--- config.mk ---
export PLATFORM = sky130hd
export DESIGN_NAME = fspc_top
export DESIGN_NICKNAME = d
export VERILOG_FILES = /design/src/fspc_pkg.sv /design/src/fspc_top.sv
export SDC_FILE = /design/constraint.sdc
export NUM_CORES = 1
export LEC_CHECK = 0
export ABC_AREA = 1
export ABC_CLOCK_PERIOD_IN_PS = 4600
export BUFFER_PORTS_ARGS = -buffer_cell sky130_fd_sc_hd__buf_2
export CORE_MARGIN = 2
export CORE_UTILIZATION = 49
export CTS_BUF_LIST = sky130_fd_sc_hd__clkbuf_8
export DETAILED_ROUTE_END_ITERATION = 7
export PLACE_DENSITY = 0.67
export SYNTH_ARGS = -nofsm -noshare
export SYNTH_HDL_FRONTEND = slang
export SYNTH_SLANG_ARGS = --single-unit
--- constraint.sdc ---
create_clock -name clock_i -period 4.6 [get_ports clock_i]
set_clock_uncertainty 0.05 [all_clocks]
set_input_delay 1.15 -clock clock_i [delete_from_list [all_inputs] [get_ports clock_i]]
set_output_delay 1.15 -clock clock_i [all_outputs]
set_load 0.01 [all_outputs]
--- src/fspc_pkg.sv ---
package fspc_pkg;
  localparam logic [7:0] OP_WRITE_ENABLE_COMMAND    = 8'h06;
  localparam logic [7:0] OP_WRDI    = 8'h04;
  localparam logic [7:0] OP_RDSR_LO = 8'h05;
  localparam logic [7:0] OP_RDSR_HI = 8'h35;
  localparam logic [7:0] OP_RDCR_A  = 8'h15;
  localparam logic [7:0] OP_RDCR_B  = 8'h45;
  localparam logic [7:0] OP_WRSR    = 8'h01;
  localparam logic [7:0] OP_WRSR_HI = 8'h31;
  localparam logic [7:0] OP_WRCR    = 8'h11;
  localparam logic [7:0] OP_PROG    = 8'h02;
  localparam logic [7:0] OP_SEC_PRG = 8'h42;
  localparam logic [7:0] OP_PERASE  = 8'h81;
  localparam logic [7:0] OP_SERASE  = 8'h20;
  localparam logic [7:0] OP_HERASE  = 8'h52;
  localparam logic [7:0] OP_BERASE  = 8'hD8;
  localparam logic [7:0] OP_CERASE  = 8'h60;
  localparam logic [7:0] OP_CERASE2 = 8'hC7;
  localparam logic [7:0] OP_SUSP_A  = 8'h75;
  localparam logic [7:0] OP_SUSP_B  = 8'hB0;
  localparam logic [7:0] OP_RES_A   = 8'h7A;
  localparam logic [7:0] OP_RES_B   = 8'h30;
  localparam logic [7:0] OP_RST_EN  = 8'h66;
  localparam logic [7:0] OP_RST_GO  = 8'h99;
  localparam logic [7:0] OP_DPD_IN  = 8'hAB;
  localparam logic [7:0] OP_DPD_OUT = 8'hB9;
  localparam logic [1:0] SRP_SW     = 2'b00;
  localparam logic [1:0] SRP_HW     = 2'b01;
  localparam logic [1:0] SRP_LOCK   = 2'b10;
  localparam logic [1:0] DRV_RESET  = 2'b11;
  localparam logic [4:0] SYNC_RESET = 5'h0B;
  localparam logic [10:0] SEC_TOTAL = 11'h400;
  localparam logic [10:0] SPAN_HALF = 11'h008;
  localparam logic [10:0] SPAN_BLK  = 11'h010;
  localparam logic [10:0] BYTE_MAX  = 11'h7FF;
  localparam logic [9:0]  SEC_LAST  = 10'h3FF;
  localparam logic [23:0] PAGE_NARROW = 24'hFF_FF00;
  localparam logic [23:0] PAGE_WIDE   = 24'hFF_FC00;
  localparam logic [3:0] DUAL_SHORT = 4'h4;
  localparam logic [3:0] DUAL_LONG  = 4'h8;
  localparam logic [3:0] QUAD_SHORT = 4'h6;
  localparam logic [3:0] QUAD_LONG  = 4'hA;
  localparam logic [6:0] PCT_00 = 7'h50;
  localparam logic [6:0] PCT_01 = 7'h28;
  localparam logic [6:0] PCT_10 = 7'h64;
  localparam logic [6:0] PCT_11 = 7'h3C;
  typedef enum logic [1:0] {
    MODE_STANDBY = 2'b00,
    MODE_ACTIVE  = 2'b01,
    MODE_DPD     = 2'b10
  } fspc_mode_type;
  typedef struct packed {
    logic erase_suspended_flag;
    logic protect_complement;
    logic [2:0] lock;
    logic program_suspended_flag;
    logic quad_enable;
    logic [1:0] srp;
    logic [4:0] bp;
    logic write_enable_latch;
    logic busy;
  } fspc_status_type;
  typedef struct packed {
    logic rsv7;
    logic [1:0] drv;
    logic wide_page_select;
    logic [2:0] rsv3;
    logic dummy_length_select;
  } fspc_cfg_type;
  typedef struct packed {
    logic [1:0] srp;
    logic quad_enable;
    logic [2:0] lock;
    logic protect_complement;
    logic [4:0] bp;
    logic [1:0] drv;
    logic dummy_length_select;
  } fspc_nv_type;
  typedef struct packed {
    logic [7:0] op;
    logic [23:0] addr;
    logic wide;
  } fspc_pe_type;
  typedef struct packed {
    logic [7:0] data;
    logic [9:0] addr;
  } fspc_pgm_type;
  typedef struct packed {
    logic quad_mode;
    logic wp_active;
    logic pause_active;
    logic [6:0] drive_pct;
    logic [3:0] dual_dummy;
    logic [3:0] quad_dummy;
    logic wide;
  } fspc_view_type;
  typedef struct packed {
    logic en;
    logic [9:0] lo;
    logic [9:0] hi;
  } fspc_prot_type;
endpackage

--- src/fspc_top.sv ---
`timescale 1ns/1ps
module fspc_top
  import fspc_pkg::*;
(
  input  wire logic    clock_i,
  input  wire logic    reset_n_i,
  input  wire logic    spi_sclk_i,
  input  wire logic    spi_cs_n_i,
  input  wire logic    io0_i,
  input  wire logic    wp_n_io2_i,
  input  wire logic    hold_n_io3_i,
  input  wire logic    erase_busy_i,
  input  wire logic    program_busy_i,
  input  fspc_nv_type  nv_load_i,
  output logic         so_o,
  output logic         so_oe_o,
  output logic [15:0]  status_word_o,
  output logic [7:0]   configuration_word_o,
  output logic         pe_req_o,
  output fspc_pe_type  pe_cmd_o,
  output logic         pgm_valid_o,
  output fspc_pgm_type pgm_byte_o,
  output fspc_view_type view_o,
  output fspc_nv_type  nv_store_o
);
  logic [4:0] meta_reg, sync_reg, prev_reg;
  logic [7:0] shift_reg, op_reg, lo_reg, hi_reg, tx_reg;
  logic [2:0] bit_cnt_reg, lock_reg;
  logic [10:0] byte_cnt_reg, span, t_lo, t_hi;
  logic [23:0] addr_reg;
  logic [1:0] srp_reg, drv_reg;
  logic [4:0] bp_reg;
  logic [9:0] ptr_reg;
  logic boot_reg, qe_reg, cmp_reg, wide_reg, dc_reg, wel_reg;
  logic sus_e_reg, sus_p_reg, arm_reg, rd_reg, so_reg, so_oe_reg;
  logic pe_req_reg, pgm_valid_reg;
  fspc_mode_type mode_reg;
  fspc_pe_type pe_reg;
  fspc_pgm_type pgm_reg;
  fspc_view_type view_reg;
  logic [15:0] status_reg;
  logic [7:0] cfg_reg;
  fspc_nv_type nv_reg;
  // the first stage is read only by sync_reg
  always_ff @(posedge clock_i or negedge reset_n_i) begin
    if (!reset_n_i) begin
      meta_reg <= SYNC_RESET;
      sync_reg <= SYNC_RESET;
      prev_reg <= SYNC_RESET;
    end else begin
      meta_reg <= {spi_sclk_i, spi_cs_n_i, io0_i, wp_n_io2_i, hold_n_io3_i};
      sync_reg <= meta_reg;
      prev_reg <= sync_reg;
    end
  end
  logic sclk_s, cs_s, io_s, wp_s, hold_s, paused, hw_lock, wip;
  logic cs_rise, cs_fall, sck_rise, sck_fall, byte_end, aligned;
  logic fin, go, ok, pe_shape, hit, sec_block, pe_ok, wsr, wcr;
  logic [7:0] bval, hb;
  fspc_status_type st, w;
  fspc_cfg_type cw;
  fspc_prot_type pr;
  assign sclk_s = sync_reg[4];
  assign cs_s = sync_reg[3];
  assign io_s = sync_reg[2];
  assign wp_s = sync_reg[1];
  assign hold_s = sync_reg[0];
  assign paused = !hold_s && !qe_reg;
  assign cs_rise = cs_s && !prev_reg[3];
  assign cs_fall = !cs_s && prev_reg[3];
  assign sck_rise = sclk_s && !prev_reg[4] && !cs_s && !paused;
  assign sck_fall = !sclk_s && prev_reg[4] && !cs_s && !paused;
  assign bval = {shift_reg[6:0], io_s};
  assign byte_end = sck_rise && bit_cnt_reg == 3'd7;
  assign aligned = bit_cnt_reg == 3'd0;
  assign wip = erase_busy_i || program_busy_i;
  assign fin = cs_rise && aligned && !boot_reg;
  assign go = fin && mode_reg != MODE_DPD;
  assign ok = go && wel_reg && !wip;
  // WP only guards while the pin still has its own function
  assign hw_lock = srp_reg == SRP_HW && !wp_s && !qe_reg;
  assign st = {sus_e_reg, cmp_reg, lock_reg, sus_p_reg, qe_reg, srp_reg,
               bp_reg, wel_reg, wip};
  assign hb = (op_reg == OP_WRSR_HI) ? lo_reg : hi_reg;
  assign w = fspc_status_type'({hb, lo_reg});
  assign cw = fspc_cfg_type'(lo_reg);
  assign wsr = ok && ((op_reg == OP_WRSR && (byte_cnt_reg == 11'd2 ||
               byte_cnt_reg == 11'd3)) ||
               (op_reg == OP_WRSR_HI && byte_cnt_reg == 11'd2));
  assign wcr = ok && op_reg == OP_WRCR && byte_cnt_reg == 11'd2;

  function automatic fspc_prot_type prot_map(input logic [4:0] bp,
                                             input logic cmp);
    logic [10:0] sz;
    logic up;
    fspc_prot_type r;
    up = !bp[3];
    if (bp[2:0] == 3'd7)
      sz = SEC_TOTAL;
    else if (bp[2:0] == 3'd0)
      sz = 11'd0;
    else if (!bp[4])
      sz = SPAN_BLK << (bp[2:0] - 3'd1);
    else if (bp[2])
      sz = SPAN_HALF;
    else
      sz = 11'd1 << (bp[1:0] - 2'd1);
    if (cmp) begin
      sz = SEC_TOTAL - sz;
      up = !up;
    end
    r.en = sz != 11'd0;
    r.lo = up ? 10'(SEC_TOTAL - sz) : 10'd0;
    r.hi = up ? SEC_LAST : 10'(sz - 11'd1);
    return r;
  endfunction

  always_comb begin
    case (op_reg)
      OP_HERASE: span = SPAN_HALF;
      OP_BERASE: span = SPAN_BLK;
      OP_CERASE, OP_CERASE2: span = SEC_TOTAL;
      default: span = 11'd1;
    endcase
    t_lo = {1'b0, addr_reg[21:12]} & ~(span - 11'd1);
    t_hi = t_lo + span - 11'd1;
    pr = prot_map(bp_reg, cmp_reg);
    // chip erase spans everything, so any protection blocks it
    hit = pr.en && op_reg != OP_SEC_PRG && !(t_hi < {1'b0, pr.lo} ||
          t_lo > {1'b0, pr.hi});
    sec_block = op_reg == OP_SEC_PRG && (addr_reg[13:12] == 2'd0 ||
                lock_reg[addr_reg[13:12] - 2'd1]);
    case (op_reg)
      OP_PROG, OP_SEC_PRG: pe_shape = byte_cnt_reg >= 11'd5;
      OP_PERASE, OP_SERASE, OP_HERASE, OP_BERASE:
        pe_shape = byte_cnt_reg == 11'd4;
      OP_CERASE, OP_CERASE2: pe_shape = byte_cnt_reg == 11'd1;
      default: pe_shape = 1'b0;
    endcase
    pe_ok = ok && pe_shape && !hit && !sec_block;
  end

  always_ff @(posedge clock_i or negedge reset_n_i) begin
    if (!reset_n_i) begin
      shift_reg <= 8'h00;
      bit_cnt_reg <= 3'd0;
      byte_cnt_reg <= 11'd0;
      op_reg <= 8'h00;
      addr_reg <= 24'h00_0000;
      lo_reg <= 8'h00;
      hi_reg <= 8'h00;
    end else if (cs_fall) begin
      bit_cnt_reg <= 3'd0;
      byte_cnt_reg <= 11'd0;
    end else if (sck_rise) begin
      shift_reg <= bval;
      bit_cnt_reg <= bit_cnt_reg + 3'd1;
      if (byte_end) begin
        if (byte_cnt_reg != BYTE_MAX)
          byte_cnt_reg <= byte_cnt_reg + 11'd1;
        if (byte_cnt_reg == 11'd0)
          op_reg <= bval;
        else if (byte_cnt_reg <= 11'd3)
          addr_reg <= {addr_reg[15:0], bval};
        if (byte_cnt_reg == 11'd1)
          lo_reg <= bval;
        if (byte_cnt_reg == 11'd2)
          hi_reg <= bval;
      end
    end
  end

  // non-volatile image arrives from outside one cycle after reset
  always_ff @(posedge clock_i or negedge reset_n_i) begin
    if (!reset_n_i) begin
      boot_reg <= 1'b1;
      srp_reg <= SRP_SW;
      qe_reg <= 1'b0;
      lock_reg <= 3'b000;
      cmp_reg <= 1'b0;
      bp_reg <= 5'b00000;
    end else if (boot_reg) begin
      boot_reg <= 1'b0;
      srp_reg <= (nv_load_i.srp == SRP_LOCK) ? SRP_SW : nv_load_i.srp;
      qe_reg <= nv_load_i.quad_enable;
      lock_reg <= nv_load_i.lock;
      cmp_reg <= nv_load_i.protect_complement;
      bp_reg <= nv_load_i.bp;
    end else if (wsr && !srp_reg[1]) begin
      if (op_reg == OP_WRSR && !hw_lock) begin
        srp_reg[0] <= w.srp[0];
        bp_reg <= w.bp;
      end
      if (op_reg == OP_WRSR_HI || byte_cnt_reg == 11'd3) begin
        qe_reg <= w.quad_enable;
        lock_reg <= lock_reg | w.lock;
        if (!hw_lock) begin
          srp_reg[1] <= w.srp[1];
          cmp_reg <= w.protect_complement;
        end
      end
    end
  end

  always_ff @(posedge clock_i or negedge reset_n_i) begin
    if (!reset_n_i) begin
      drv_reg <= DRV_RESET;
      wide_reg <= 1'b0;
      dc_reg <= 1'b0;
    end else if (boot_reg) begin
      drv_reg <= nv_load_i.drv;
      dc_reg <= nv_load_i.dummy_length_select;
    end else if (wcr) begin
      drv_reg <= cw.drv;
      wide_reg <= cw.wide_page_select;
      dc_reg <= cw.dummy_length_select;
    end
  end

  always_ff @(posedge clock_i or negedge reset_n_i) begin
    if (!reset_n_i) begin
      wel_reg <= 1'b0;
      arm_reg <= 1'b0;
    end else if (go) begin
      arm_reg <= byte_cnt_reg == 11'd1 && op_reg == OP_RST_EN;
      if (byte_cnt_reg == 11'd1 && op_reg == OP_WRITE_ENABLE_COMMAND)
        wel_reg <= 1'b1;
      else if ((byte_cnt_reg == 11'd1 && op_reg == OP_WRDI) || wsr ||
               wcr || pe_ok || (arm_reg && op_reg == OP_RST_GO))
        wel_reg <= 1'b0;
    end
  end

  always_ff @(posedge clock_i or negedge reset_n_i) begin
    if (!reset_n_i) begin
      sus_e_reg <= 1'b0;
      sus_p_reg <= 1'b0;
    end else if (go && byte_cnt_reg == 11'd1) begin
      if (op_reg == OP_SUSP_A || op_reg == OP_SUSP_B) begin
        if (erase_busy_i)
          sus_e_reg <= 1'b1;
        else if (program_busy_i)
          sus_p_reg <= 1'b1;
      end else if (op_reg == OP_RES_A || op_reg == OP_RES_B ||
                   (arm_reg && op_reg == OP_RST_GO)) begin
        sus_e_reg <= 1'b0;
        sus_p_reg <= 1'b0;
      end
    end
  end

  always_ff @(posedge clock_i or negedge reset_n_i) begin
    if (!reset_n_i)
      mode_reg <= MODE_STANDBY;
    else if (boot_reg)
      mode_reg <= MODE_STANDBY;
    else if (mode_reg == MODE_DPD) begin
      if (fin && byte_cnt_reg == 11'd1 && op_reg == OP_DPD_OUT)
        mode_reg <= MODE_STANDBY;
    end else if (go && byte_cnt_reg == 11'd1 && op_reg == OP_DPD_IN)
      mode_reg <= MODE_DPD;
    else if (cs_rise)
      mode_reg <= MODE_STANDBY;
    else if (cs_fall)
      mode_reg <= MODE_ACTIVE;
  end

  function automatic logic [7:0] rd_sel(input logic [7:0] op,
                                        input fspc_status_type s,
                                        input logic [7:0] c);
    case (op)
      OP_RDSR_LO: return s[7:0];
      OP_RDSR_HI: return s[15:8];
      default: return c;
    endcase
  endfunction

  always_ff @(posedge clock_i or negedge reset_n_i) begin
    if (!reset_n_i) begin
      rd_reg <= 1'b0;
      tx_reg <= 8'h00;
      so_reg <= 1'b0;
      so_oe_reg <= 1'b0;
    end else begin
      so_oe_reg <= rd_reg && !cs_s && !paused;
      if (cs_rise || cs_fall)
        rd_reg <= 1'b0;
      else if (byte_end && byte_cnt_reg == 11'd0 &&
               mode_reg != MODE_DPD && (bval == OP_RDSR_LO ||
               bval == OP_RDSR_HI || bval == OP_RDCR_A ||
               bval == OP_RDCR_B)) begin
        rd_reg <= 1'b1;
        tx_reg <= rd_sel(bval, st, cfg_reg);
      end else if (byte_end && rd_reg)
        tx_reg <= rd_sel(op_reg, st, cfg_reg);
      else if (sck_fall && rd_reg) begin
        so_reg <= tx_reg[7];
        tx_reg <= {tx_reg[6:0], 1'b0};
      end
    end
  end

  always_ff @(posedge clock_i or negedge reset_n_i) begin
    if (!reset_n_i) begin
      ptr_reg <= 10'd0;
      pgm_valid_reg <= 1'b0;
      pgm_reg <= '0;
    end else begin
      pgm_valid_reg <= 1'b0;
      if (byte_end && op_reg == OP_PROG) begin
        if (byte_cnt_reg == 11'd3)
          ptr_reg <= {addr_reg[1:0], bval};
        else if (byte_cnt_reg >= 11'd4 && wel_reg &&
                 mode_reg != MODE_DPD) begin
          pgm_valid_reg <= 1'b1;
          pgm_reg <= {bval, ptr_reg};
          // narrow page keeps bits 9:8 so the load wraps in 256 bytes
          ptr_reg <= wide_reg ? ptr_reg + 10'd1 :
                     {ptr_reg[9:8], ptr_reg[7:0] + 8'd1};
        end
      end
    end
  end

  always_ff @(posedge clock_i or negedge reset_n_i) begin
    if (!reset_n_i) begin
      pe_req_reg <= 1'b0;
      pe_reg <= '0;
    end else begin
      pe_req_reg <= pe_ok;
      if (pe_ok) begin
        pe_reg.op <= op_reg;
        pe_reg.wide <= wide_reg;
        if (op_reg == OP_PERASE)
          pe_reg.addr <= addr_reg & (wide_reg ? PAGE_WIDE :
                         PAGE_NARROW);
        else
          pe_reg.addr <= addr_reg;
      end
    end
  end

  always_ff @(posedge clock_i or negedge reset_n_i) begin
    if (!reset_n_i) begin
      view_reg <= '0;
      status_reg <= 16'h0000;
      cfg_reg <= 8'h00;
      nv_reg <= '0;
    end else begin
      view_reg.quad_mode <= qe_reg;
      view_reg.wp_active <= !qe_reg;
      view_reg.pause_active <= paused;
      case (drv_reg)
        2'b00: view_reg.drive_pct <= PCT_00;
        2'b01: view_reg.drive_pct <= PCT_01;
        2'b10: view_reg.drive_pct <= PCT_10;
        default: view_reg.drive_pct <= PCT_11;
      endcase
      view_reg.dual_dummy <= dc_reg ? DUAL_LONG : DUAL_SHORT;
      view_reg.quad_dummy <= dc_reg ? QUAD_LONG : QUAD_SHORT;
      view_reg.wide <= wide_reg;
      status_reg <= st;
      cfg_reg <= {1'b0, drv_reg, wide_reg, 3'b000, dc_reg};
      nv_reg <= {srp_reg, qe_reg, lock_reg, cmp_reg, bp_reg, drv_reg,
                 dc_reg};
    end
  end

  assign so_o = so_reg;
  assign so_oe_o = so_oe_reg;
  assign status_word_o = status_reg;
  assign configuration_word_o = cfg_reg;
  assign pe_req_o = pe_req_reg;
  assign pe_cmd_o = pe_reg;
  assign pgm_valid_o = pgm_valid_reg;
  assign pgm_byte_o = pgm_reg;
  assign view_o = view_reg;
  assign nv_store_o = nv_reg;
endmodule

==> results.cfg <==
[layout]
antenna_cells = 0
drive_above_1_share_pct = 24.7
nFillCells = 2049
fin_util_pct = 58.2
largest_reg_flops = 33
fin_area_um2 = 12700
nets = 1503
syn_to_final_growth_pct = 16.1

[setup_path]
cp_common_cell = nand2_1
crit_family = simple AND/OR/NAND/NOR gates
end_kind = flip-flop
crit_required_ns = 4.96
worstSetupPathType = flip-flop to flip-flop
critPathMaxFanout = 15
path_buf_inv = 3
critPathMaxStageDelay_ns = 0.44
cpMaxStageDelayCell = dfrtp_1
arrival_ns = 4.55
start_kind = flip-flop

[global_route]
grt_start_max_net_pins = 105
track_usage_pct = 22.9
grt_first_pass_wirelength_um = 43700
grt_overflow = 0
antenna_found_initial = 0
grt_pass1_vias = 8593

[placed_design]
port_buffers = 127
place.gp.congestion = 0.951
dp_hpwl_um = 19800
placed_area_um2 = 11800
pre_cts_ws_ns = 0.166

[drt]
wl_met2_um = 12600
detail-route-antenna-nets = 0
via_per_inst = 5.19
first_pass_iters = 5
highest_layer = met4
route.detailed.drc = 0
wirelength_um = 27000
route.met3.wl_um = 1310
avgRoutedWirePerCell_um = 15.5
vias = 9024
drt_iter0_markers = 569
m1WireLength_um = 12200

[synthesis]
ys_types = 60
synth_top_flop_cell = dfrtp_1
syn_inst = 1290
synth_top_area_share_pct = 44.5
syn_area_um2 = 11000
synth_edf_count = 0
synthArstFlopShare_pct = 100
synthTopCellsByArea = dfrtp_1, nand2_1, ha_1
ys_ff_latch = 205
ys_seq_area_share_pct = 46.9
yosys_warnings = 0
syn_area_per_cell_um2 = 8.50
yosysTopAreaCell = dfrtp_1

[die]
die_area_um2 = 23600
dieWidth_um = 154
dieHeight_um = 154
rows = 54
start_util_pct = 50.1
core_area_um2 = 21900
ioPinCount = 137

[clocking]
cts_tree = done
clockBufferDepth = 3
cts_made_buffers = 37
clock_latency_ns = 0.53
clk_pin_slew_ns = 0.06
postCtsHoldBufs = 0
cts.sinks = 205
cts_root_buffer = clkbuf_8
h-tree-depth = 2

[sta]
setup_viol = 0
finalCriticalPeriod_ns = 4.19
worst_slack_ns = 0.415
hold_violations = 0
rsz0062_at_grt = no
slew_viol_final = 0
fmax_mhz = 239
fin_crit_sh_pct = 91.0
maxSlewHeadroom_pct = 43.1
finalSetupTns_ns = 0
tightest_slew_ns = 0.854

[power_and_ir_drop]
power_leakage_uw = 0.00626
peakVddDrop_v = 0.000222
power_density_nw_per_um2 = 335

[worst_hold_path]
worst_hold_path_type = flip-flop to flip-flop

[outcome]
status = complete, no violations

[run]
maxCapViolations = 0
-- per-layer routing --
layer / track usage (%) / up-vias
met1: 31.2 / 4231
met2: 37.0 / 250
met4: 8.91 / 0
met3: 3.78 / 61
li1: - / 4482
met5: 0 / -
-- cell families (layout without fill, tap and decap cells) --
logic type | count (synthesis) | in the layout | share of synthesized area [%]
AOI/OAI and AO/OA | 268 | 268 | 15.2
adders and majority gates | 46 | 46 | 5.32
buffers and inverters | 233 | 394 | 9.53
xor gates and xnor gates | 20 | 20 | 1.73
DFF | 205 | 205 | 46.9
muxes | 5 | 5 | 0.491
other | 2 | 11 | 0.0685
and+or+nand+nor | 511 | 511 | 20.7
-- final timing paths --
kind,from,to,depth (start not counted),slack (ns)
min in group asynchronous,reset_n_i,pgm_byte_o[1]$_DFFE_PN0P_,1,0.67
max reg2reg,op_reg[2]$_DFFE_PN0P_,pe_cmd_o[18]$_DFFE_PN0P_,29,0.41
max in group asynchronous,reset_n_i,drv_reg[0]$_DFFE_PN1P_,2,2.92
min reg2reg,meta_reg[2]$_DFF_PN0_,sync_reg[2]$_DFF_PN0_,0,0.30
max,op_reg[2]$_DFFE_PN0P_,pe_cmd_o[18]$_DFFE_PN0P_,29,0.41
min,meta_reg[2]$_DFF_PN0_,sync_reg[2]$_DFF_PN0_,0,0.30
-- cell usage after synthesis, drive strengths merged (2+ instances only) --
cell and n:
or2 5, nand3 40, o221ai 2, o2111ai 2, a41oi 2, o21ai 153
nand3b 4, nor2 127, mux2 3, o31ai 2, nor3 24, xor2 13
mux2i 2, a21oi 51, nand4 21, o211ai 4, inv 174, dfrtp 195
dfstp 10, nor4 6, nand2 284, xnor2 7, a31oi 11, conb 2
clkbuf 20, a22oi 8, a21boi 2, buf 38, ha 45, o22ai 18
a211oi 6
-- cells in the final DEF, fill, tap and decap left out, types with 7 or more instances in the layout --
cell	n
nor3_1	17
nand2_2	25
dfstp_2	10
clkbuf_8	45
nand2_1	258
o21ai_0	108
xor2_1	10
buf_2	126
o21ai_2	32
inv_1	159
nand3_1	36
xnor2_1	7
nor2_1	108
a21oi_1	45
dfrtp_1	189
nand4_1	21
buf_4	20
nor2_2	13
o22ai_1	18
a31oi_1	11
ha_1	45
conb_1	11
o21ai_1	12
a22oi_1	8
inv_2	28
-- report_power, final --
group	internal (µW)	leakage (µW)	total [µW]	switching, µW
sequential	1870	0.00271	1920	49.3
clock	1090	0.000464	1860	762
combinational	162	0.00308	493	332
total	3120	0.00626	4270	1140
-- timing repair --
item	4_1_cts	5_1_grt
endpoints found under the setup margin	0	35
buffers inserted	0	12
gates resized for setup	0	24
-- cell type report --
type | count | area, µm² | area share, %
flip-flops and latches | 205 | 5150 | 40.4
multi-input cells | 861 | 4870 | 38.3
repair buffers | 153 | 897 | 7.05
inverters | 175 | 659 | 5.18
clock buffers | 44 | 606 | 4.76
well taps | 280 | 350 | 2.75
clock inverters | 22 | 196 | 1.54
-- metrics by stage --
step                total power (µW)  instances  hold WS [ns]
floorplan                       2270       1299         0.281
global placement                2430       1662         0.281
detailed placement              2440       1662         0.286
CTS                             4310       1728         0.298
global route                    4470       1740         0.306
finish                          4270       1740         0.297
Note: power is estimated with default switching activity, not from simulation.
